==> config.mk <==
export PLATFORM = sky130hd
export DESIGN_NAME = sbh_header_slice
export DESIGN_NICKNAME = d
export VERILOG_FILES = /design/src/sbh_pkg.sv /design/src/sbh_ss_if.sv /design/src/sbh_subsys_store.sv /design/src/sbh_header_slice.sv
export SDC_FILE = /design/constraint.sdc
export NUM_CORES = 1
export LEC_CHECK = 0
export BUFFER_PORTS_ARGS = -buffer_cell sky130_fd_sc_hd__buf_2
export CAP_MARGIN = 10
export CORE_ASPECT_RATIO = 0.8
export CORE_MARGIN = 4
export CORE_UTILIZATION = 48
export CTS_CLUSTER_SIZE = 10
export DETAILED_ROUTE_END_ITERATION = 10
export HOLD_SLACK_MARGIN = 0.06
export PLACE_DENSITY = 0.81
export SLEW_MARGIN = 20
export SYNTH_ARGS = -nofsm -noshare
export SYNTH_HDL_FRONTEND = slang
export SYNTH_HIERARCHICAL = 1
export SYNTH_SLANG_ARGS = --single-unit
==> constraint.sdc <==
create_clock -name clk -period 1.45 [get_ports clk]
set_input_delay 0 -clock clk [delete_from_list [all_inputs] [get_ports clk]]
set_output_delay 0 -clock clk [all_outputs]
set_load 0.05 [all_outputs]
==> src/sbh_pkg.sv <==
// Constants and types for the serial bus function header register slice
package sbh_pkg;

    // ------------------------------------------------------------
    // Configuration offsets (byte addresses)
    // ------------------------------------------------------------
    localparam logic [7:0] SBH_OFF_HDR_DW   = 8'h0c;
    localparam logic [7:0] SBH_OFF_HDR      = 8'h0e;
    localparam logic [7:0] SBH_OFF_HOST_BAR = 8'h10;
    localparam logic [7:0] SBH_OFF_VEND_BAR = 8'h14;
    localparam logic [7:0] SBH_OFF_SUBSYS   = 8'h2c;
    localparam logic [7:0] SBH_OFF_CAP_PTR  = 8'h34;
    localparam logic [7:0] SBH_OFF_PM_CAP   = 8'h44;
    localparam logic [7:0] SBH_OFF_PM_CTRL  = 8'h48;

    // ------------------------------------------------------------
    // Field positions and fixed values
    // ------------------------------------------------------------
    localparam int         SBH_HDR_LANE_LSB  = 16;
    localparam logic [7:0] SBH_SELF_TEST_VAL = 8'h00;
    localparam logic [7:0] SBH_HDR_KIND_VAL  = 8'h00;
    localparam logic [7:0] SBH_CAP_PTR_VAL   = SBH_OFF_PM_CAP;

    localparam int SBH_HOST_PTR_LSB = 11;
    localparam int SBH_HOST_PTR_W   = 21;
    localparam int SBH_VEND_PTR_LSB = 14;
    localparam int SBH_VEND_PTR_W   = 18;

    localparam logic       SBH_PREFETCH_VAL = 1'b0;
    localparam logic [1:0] SBH_DECODE_VAL   = 2'h0;
    localparam logic       SBH_SPACE_VAL    = 1'b0;

    localparam logic [31:0] SBH_HOST_WR_MASK = 32'hffff_f800;
    localparam logic [31:0] SBH_VEND_WR_MASK = 32'hffff_c000;
    localparam logic [31:0] SBH_BAR_RESET    = 32'h0000_0000;
    localparam logic [31:0] SBH_READ_ZERO    = 32'h0000_0000;

    localparam int SBH_SS_DEV_LSB = 16;
    localparam int SBH_SS_VEN_LSB = 0;

    // ------------------------------------------------------------
    // State types
    // ------------------------------------------------------------
    typedef struct packed {
        logic [SBH_HOST_PTR_W-1:0] host_ptr;
        logic [SBH_VEND_PTR_W-1:0] vend_ptr;
        logic [31:0]               rdata;
        logic                      ack;
        logic                      pm_hit;
        logic                      host_hit;
        logic                      vend_hit;
    } sbh_top_state_t;

    typedef struct packed {
        logic [15:0] dev_code;
        logic [15:0] ven_code;
    } sbh_ss_state_t;

endpackage : sbh_pkg

==> src/sbh_ss_if.sv <==
// Carrier between the header slice and its subsystem identity store
`timescale 1ns/10ps
interface sbh_ss_if;
    logic        load;
    logic [31:0] load_data;
    logic [15:0] dev_code;
    logic [15:0] ven_code;

    modport ctrl  (output load, output load_data, input dev_code, input ven_code);
    modport store (input load, input load_data, output dev_code, output ven_code);
endinterface : sbh_ss_if

==> src/sbh_subsys_store.sv <==
// Subsystem identity store, cleared only by the global reset
`timescale 1ns/10ps
module sbh_subsys_store (
    input wire logic clk,            // Function clock
    input wire logic global_reset_n, // Global reset, the only clear
    sbh_ss_if.store  ss              // Load request and stored codes
);
    import sbh_pkg::*;

    sbh_ss_state_t q;
    sbh_ss_state_t d;

    always_comb begin
        d = q;
        if (ss.load) begin
            d.dev_code = ss.load_data[SBH_SS_DEV_LSB +: 16]; // [RQ11]
            d.ven_code = ss.load_data[SBH_SS_VEN_LSB +: 16]; // [RQ11]
        end
    end

    // Function reset is not wired here on purpose: codes survive it
    always_ff @(posedge clk or negedge global_reset_n) begin
        if (!global_reset_n) begin
            q <= '0; // [RQ12]
        end else begin
            q <= d;
        end
    end

    assign ss.dev_code = q.dev_code;
    assign ss.ven_code = q.ven_code;

endmodule : sbh_subsys_store

==> src/sbh_header_slice.sv <==
// Configuration header slice 0Eh..34h of the serial bus function
//
// Operation
// [RQ1] Self-test byte always reads zero
// [RQ2] Header kind byte always reads zero
// [RQ3] Host window base: bits 31..11 writable, reset zero
// [RQ4] All-ones write reads back 2K sizing pattern
// [RQ5] Host window bits 10..4 read zero
// [RQ6] Host window bits 3..0 read zero
// [RQ7] Vendor window base: bits 31..14 writable, reset zero
// [RQ8] All-ones write reads back 16K sizing pattern
// [RQ9] Vendor window bits 13..0 read zero
// [RQ10] Subsystem identity ignores writes; loaded by loaders
// [RQ11] Device code high half, vendor code low
// [RQ12] Subsystem codes cleared only by global reset
// [RQ13] Capability pointer read-only, returns 44h
// [RQ14] Power capability at 44h and 48h
// [RQ15] Host sizes windows, then programs aligned base
// [RQ16] Writes honour byte enables, keep read-only bits
`timescale 1ns/10ps
module sbh_header_slice (
    input  wire logic        clk,                // Function clock
    input  wire logic        resetn,             // Function reset, async, low
    input  wire logic        global_reset_n,     // Global reset, async, low

    input  wire logic        cfg_req,            // Configuration access request
    input  wire logic        cfg_write,          // 1 write, 0 read
    input  wire logic [7:0]  cfg_addr,           // Configuration byte offset
    input  wire logic [3:0]  cfg_byte_en,        // Byte lane enables, high
    input  wire logic [31:0] cfg_wdata,          // Write data
    output logic      [31:0] cfg_rdata,          // Read data
    output logic             cfg_ack,            // Access done, one cycle
    output logic             cfg_pm_hit,         // Access belongs to power block

    input  wire logic        eeprom_ss_valid,    // Serial loader has identity
    input  wire logic [31:0] eeprom_ss_data,     // Identity from serial loader
    input  wire logic        access_ss_valid,    // Access register write
    input  wire logic [31:0] access_ss_data,     // Identity from access register

    input  wire logic        mem_space_en,       // Memory space decoding on
    input  wire logic        mem_addr_valid,     // Memory address present
    input  wire logic [31:0] mem_addr,           // Memory address to decode
    output logic             host_window_hit,    // Address in host window
    output logic             vendor_window_hit,  // Address in vendor window
    output logic      [31:0] host_window_base,   // Host window base view
    output logic      [31:0] vendor_window_base  // Vendor window base view
);
    import sbh_pkg::*;

    // ------------------------------------------------------------
    // Helpers
    // ------------------------------------------------------------

    // Byte-lane merge of a write into the writable bits only
    function automatic logic [31:0] merge_write(
        input logic [31:0] old_val,
        input logic [31:0] new_val,
        input logic [3:0]  lanes,
        input logic [31:0] wr_mask
    );
        logic [31:0] lane_mask;
        logic [31:0] eff_mask;
        lane_mask = {{8{lanes[3]}}, {8{lanes[2]}}, {8{lanes[1]}}, {8{lanes[0]}}};
        eff_mask  = lane_mask & wr_mask; // [RQ16]
        merge_write = (old_val & ~eff_mask) | (new_val & eff_mask); // [RQ16]
    endfunction : merge_write

    // Full view of the host window base register
    function automatic logic [31:0] host_view(
        input logic [SBH_HOST_PTR_W-1:0] ptr
    );
        logic [6:0] size_bits;
        size_bits = 7'h00; // [RQ5]
        host_view = {ptr,
                     size_bits,
                     SBH_PREFETCH_VAL, // [RQ6]
                     SBH_DECODE_VAL,   // [RQ6]
                     SBH_SPACE_VAL};   // [RQ6]
    endfunction : host_view

    // Full view of the vendor window base register
    function automatic logic [31:0] vend_view(
        input logic [SBH_VEND_PTR_W-1:0] ptr
    );
        logic [9:0] size_bits;
        size_bits = 10'h000; // [RQ9]
        vend_view = {ptr,
                     size_bits,
                     SBH_PREFETCH_VAL, // [RQ9]
                     SBH_DECODE_VAL,   // [RQ9]
                     SBH_SPACE_VAL};   // [RQ9]
    endfunction : vend_view

    // ------------------------------------------------------------
    // Subsystem identity store
    // ------------------------------------------------------------
    sbh_ss_if ss_bus ();

    // Serial loader runs after global reset, so it takes precedence
    assign ss_bus.load      = eeprom_ss_valid | access_ss_valid; // [RQ10]
    assign ss_bus.load_data = eeprom_ss_valid ? eeprom_ss_data
                                              : access_ss_data; // [RQ10]

    sbh_subsys_store u_subsys_store (
        .clk            (clk),
        .global_reset_n (global_reset_n),
        .ss             (ss_bus.store)
    );

    // ------------------------------------------------------------
    // Address decode
    // ------------------------------------------------------------
    logic [5:0] dw_idx;
    logic       sel_hdr;
    logic       sel_host;
    logic       sel_vend;
    logic       sel_ss;
    logic       sel_cap;
    logic       sel_pm;

    assign dw_idx   = cfg_addr[7:2];
    assign sel_hdr  = (dw_idx == SBH_OFF_HDR_DW[7:2]);
    assign sel_host = (dw_idx == SBH_OFF_HOST_BAR[7:2]);
    assign sel_vend = (dw_idx == SBH_OFF_VEND_BAR[7:2]);
    assign sel_ss   = (dw_idx == SBH_OFF_SUBSYS[7:2]);
    assign sel_cap  = (dw_idx == SBH_OFF_CAP_PTR[7:2]);
    assign sel_pm   = (dw_idx == SBH_OFF_PM_CAP[7:2]) ||
                      (dw_idx == SBH_OFF_PM_CTRL[7:2]); // [RQ14]

    // ------------------------------------------------------------
    // Read data
    // ------------------------------------------------------------
    logic [31:0] hdr_word;
    logic [31:0] ss_word;
    logic [31:0] cap_word;
    logic [31:0] rd_mux;

    // Low half of the 0Ch dword belongs to the latency/cache block
    always_comb begin
        hdr_word = SBH_READ_ZERO;
        hdr_word[SBH_HDR_LANE_LSB +: 8]     = SBH_HDR_KIND_VAL;  // [RQ2]
        hdr_word[SBH_HDR_LANE_LSB + 8 +: 8] = SBH_SELF_TEST_VAL; // [RQ1]
    end

    always_comb begin
        ss_word = SBH_READ_ZERO;
        ss_word[SBH_SS_DEV_LSB +: 16] = ss_bus.dev_code; // [RQ11]
        ss_word[SBH_SS_VEN_LSB +: 16] = ss_bus.ven_code; // [RQ11]
    end

    always_comb begin
        cap_word      = SBH_READ_ZERO;
        cap_word[7:0] = SBH_CAP_PTR_VAL; // [RQ13]
    end

    sbh_top_state_t q;
    sbh_top_state_t d;

    logic [31:0] host_word;
    logic [31:0] vend_word;

    always_comb begin
        host_word = host_view(q.host_ptr);
        vend_word = vend_view(q.vend_ptr);
    end

    // Offsets outside this slice read zero; other blocks OR theirs in
    always_comb begin
        rd_mux = SBH_READ_ZERO;
        if (sel_hdr) begin
            rd_mux = hdr_word;
        end else if (sel_host) begin
            rd_mux = host_word; // [RQ4]
        end else if (sel_vend) begin
            rd_mux = vend_word; // [RQ8]
        end else if (sel_ss) begin
            rd_mux = ss_word;
        end else if (sel_cap) begin
            rd_mux = cap_word;
        end
    end

    // ------------------------------------------------------------
    // Window base write path
    // ------------------------------------------------------------
    logic [31:0] host_merged;
    logic [31:0] vend_merged;
    logic        wr_host;
    logic        wr_vend;

    assign wr_host = cfg_req && cfg_write && sel_host;
    assign wr_vend = cfg_req && cfg_write && sel_vend;

    always_comb begin
        host_merged = merge_write(host_word, cfg_wdata, cfg_byte_en,
                                  SBH_HOST_WR_MASK); // [RQ3]
        vend_merged = merge_write(vend_word, cfg_wdata, cfg_byte_en,
                                  SBH_VEND_WR_MASK); // [RQ7]
    end

    // ------------------------------------------------------------
    // Memory window decode
    // ------------------------------------------------------------
    logic host_match;
    logic vend_match;

    // A window at base zero is legal, so decode relies on mem_space_en
    assign host_match = mem_space_en && mem_addr_valid &&
                        (mem_addr[31:SBH_HOST_PTR_LSB] == q.host_ptr);
    assign vend_match = mem_space_en && mem_addr_valid &&
                        (mem_addr[31:SBH_VEND_PTR_LSB] == q.vend_ptr);

    // ------------------------------------------------------------
    // State
    // ------------------------------------------------------------
    always_comb begin
        d          = q;
        d.ack      = cfg_req;
        d.pm_hit   = cfg_req && sel_pm; // [RQ14]
        d.host_hit = host_match;
        d.vend_hit = vend_match;
        d.rdata    = SBH_READ_ZERO;
        if (cfg_req && !cfg_write) begin
            d.rdata = rd_mux;
        end
        if (wr_host) begin
            d.host_ptr = host_merged[31:SBH_HOST_PTR_LSB]; // [RQ3]
        end
        if (wr_vend) begin
            d.vend_ptr = vend_merged[31:SBH_VEND_PTR_LSB]; // [RQ7]
        end
        // Writes to header, identity and pointer dwords are dropped
    end

    always_ff @(posedge clk or negedge resetn) begin
        if (!resetn) begin
            q          <= '0;
            q.host_ptr <= SBH_BAR_RESET[31:SBH_HOST_PTR_LSB]; // [RQ3]
            q.vend_ptr <= SBH_BAR_RESET[31:SBH_VEND_PTR_LSB]; // [RQ7]
        end else begin
            q <= d;
        end
    end

    // ------------------------------------------------------------
    // Outputs
    // ------------------------------------------------------------
    assign cfg_rdata          = q.rdata;
    assign cfg_ack            = q.ack;
    assign cfg_pm_hit         = q.pm_hit;
    assign host_window_hit    = q.host_hit;
    assign vendor_window_hit  = q.vend_hit;
    assign host_window_base   = {q.host_ptr, 11'h000}; // [RQ6]
    assign vendor_window_base = {q.vend_ptr, 14'h0000}; // [RQ9]

endmodule : sbh_header_slice

==> results.txt <==
Layout cells sized above 1: 51.64%
DR pass1 iterations: 4
Half-perimeter wire length after placement: 12.30 mm
Post-synth top cells: dfrtp_1 (107), mux2_2 (58), mux2_4 (48)
Vias: 4,738
Clk slew on worst S/H paths: 0.07 ns
Crit path DAT: 1.67 ns
Adder-cell share of the synthesized area: 0%
Leakage: 4.389 nW
Simple-Gate Fraction of Synth Area: 11.54%
Root Driver: clkbuf_16
Cell taking the most area after synthesis: dfrtp_1
Crit path launch type: input port
Most numerous cell in the Yosys netlist: dfrtp_1
Hold Crit Class: in2reg
Multi-input logic area: 2688 sq um
First-pass GRT wire length: 28.83 mm
Die area: 13,410 sq um
Initial antenna violation count: 0
Starting Density: 50.20%
Xor/xnor cell area share of the yosys netlist: 6.285%
Post-synthesis sequential area ratio: 48.04%
Clock skew: 0.008356 ns
Register area: 2693 sq um
Main combinational cell family by area after synthesis: multiplexers
Fill count: 702
Slew HR: 47.37%
Synthesized area per cell: 13.12 sq um
Tcrit/Tclk final: 98.11%
DRT antenna net count: 0
Largest net degree at the start of global routing: 35
Power per cell area: 905.7 nW/um^2
Number of remaining DRC errors: 0
Largest cells by area after synthesis: dfrtp_1 (48%), mux2_4 (13%), mux2_2 (12%)
Worst setup path class: in2reg
Nets: 905
Area Growth Syn to Fin: 48.44%
Register bit total from synthesis: 107
Design Power: 7.494 mW
Row Count: 34
YS warnings: 6
Crit-path max cell delay: 0.54 ns
Synth top area share: 48.04%
Routed WL per cell: 20.77 um
Maximum VDD drop: 0.0007606 V
Highest-delay cell along the critical path: dlygate4sd3_1
Vias in the first global route: 5,290
RSZ-0062 raised after global routing: true
EDFF count, synth: 0
Vias per cell: 5.230
CTS Buffer Depth: 2
Vert. Die Dim: 104.4 um
GRT overflow: 0
DR iter-0 viols: 213
Post-layout min period: 1.423 ns
Crit path max fanout: 8
Final setup fails: 0
Core box area: 11,100 sq um
Max-slew violation count: 0
Final wirelength: 18.82 mm
Synthesized area: 5574 sq um
Post-synthesis mux area share: 24.65%
CP endpoint kind: flip-flop
Gate Count Post-Synth: 425
Final hold vios: 0
GRT Overall Usage: 28.02%
TritonCTS clock tree: built
Distinct cells, synth: 30
Clock sink count: 107
Die width: 128.5 um
Worst-skew pair later-pin latency: 0.36 ns
Async SR Flop Fraction: 100.0%
Placed cells: 785
Status: finished, final reports clean
Max Fclk: 0.7030 GHz
CTS H-tree depth: 3
Total CTS buffers: 9
Crit path cell chain: dlygate4sd3_1 -> clkbuf_4 -> nor2_4 -> and2_4 -> buf_12 -> nand3_4 -> mux2_4
Compound-cell area share of the yosys netlist: 3.008%
Slew of the pin with the lowest slew margin: 0.7894 ns
Io pins: 249
Max Cap Viol: 0
Crit path required time: 1.69 ns
Port Buf Inserts: 198
Setup TNS: 0 ns
Cell Count, Final, Fillers Out: 906
RD Place Congestion: 0.8799
Post-synth top flop: dfrtp_1
==> area by class of cell <==
type | instances | share of cell area [%]
Antenna cell | 1 | 0.03024
Clock buffer | 11 | 2.813
Clock inverter | 5 | 0.9375
Multi-Input combinational cell | 295 | 32.48
Sequential cell | 107 | 32.54
Tap cell | 144 | 2.178
Timing Repair Buffer | 343 | 29.02
==> placed cells by master (no fill, tap or decap), types with 2 or more instances in the layout <==
master and instances:
dfrtp_2 12, nor2b_1 3, nand2_1 5, a21oi_1 2, bufinv_16 2, xor2_1 35, nand3_4 3, dlygate4sd3_1 102
buf_12 4, mux2_2 58, nor4_2 5, buf_2 196, nand4_4 3, clkbuf_1 2, nor3_2 3, buf_4 38
and3_1 9, conb_1 25, mux2_4 48, xnor2_1 5, a22oi_1 21, clkbuf_16 9, nor2_1 24, dfrtp_1 95
nand2b_1 16, nor4_1 5, nand4_1 5, clkinv_2 2, nor3_1 12
==> logic make-up (layout without fill, tap and decap cells) <==
logic type      Yosys count  after routing
other cells               1             26
xor+xnor                 40             40
simple gates            101            101
mux                     106            106
buf+inv                  47            359
flops                   107            107
compound gates           23             23
==> metal layers <==
layer	up-vias	part of all wire [%]	global-route usage, %
li1	2107	-	-
met1	2298	38	33.31
met2	265	51	47.40
met3	68	7.1	7.906
met4	0	3.9	11.44
met5	-	0	0
==> metrics by stage <==
step           hold WS (ns)  cell area (sq um)  setup slack (ns)  util [%]
6_report            0.08226               8274           0.02746     74.52
5_1_grt              0.1081               8272          -0.07560     74.50
4_1_cts             0.06445               8190           0.01006     73.77
3_5_place_dp       -0.01714               6853          -0.07469     61.72
3_3_place_gp       -0.01835               6853         0.0003424     61.72
2_1_floorplan       -0.2956               5679           0.02427         -
==> power by group <==
group          switching, mW  internal, mW
clock network           1.09          1.51
registers              0.130          3.14
logic                  0.866         0.753
total                   2.09          5.40
==> critical path: cells and delay by family <==
family	cells	cell delay, ns
buf+inv	3	0.82
simple gates	3	0.48
mux	1	0.36
==> path summary, 6_finish.rpt <==
kind	from	end	slack [ns]	cells past startpoint
max	cfg_addr[5]	flip-flop	0.03	7
min	cfg_addr[4]	cfg_rdata[2]	0.08	4
max reg2reg	flip-flop	vendor_window_hit	0.04	4
min reg2reg	u_subsys_store/ss.ven_code[1]	u_subsys_store/ss.ven_code[1]	0.50	1
max in group asynchronous	global_reset_n	u_subsys_store/ss.dev_code[14]	0.67	2
min in group asynchronous	resetn	cfg_rdata[11]	0.15	2
==> what timing repair did <==
| action | CTS | global route |
|---|---|---|
| gates cloned | 0 | 0 |
| hold buffers | 102 | 0 |
| buffers inserted | 0 | 2 |
| endpoints found under the hold margin | 167 | 0 |
| pin swaps | 1 | 9 |
| gates resized for setup | 1 | 16 |
| endpoints found under the setup margin | 1 | 31 |
(Power assumes the default switching activity.)
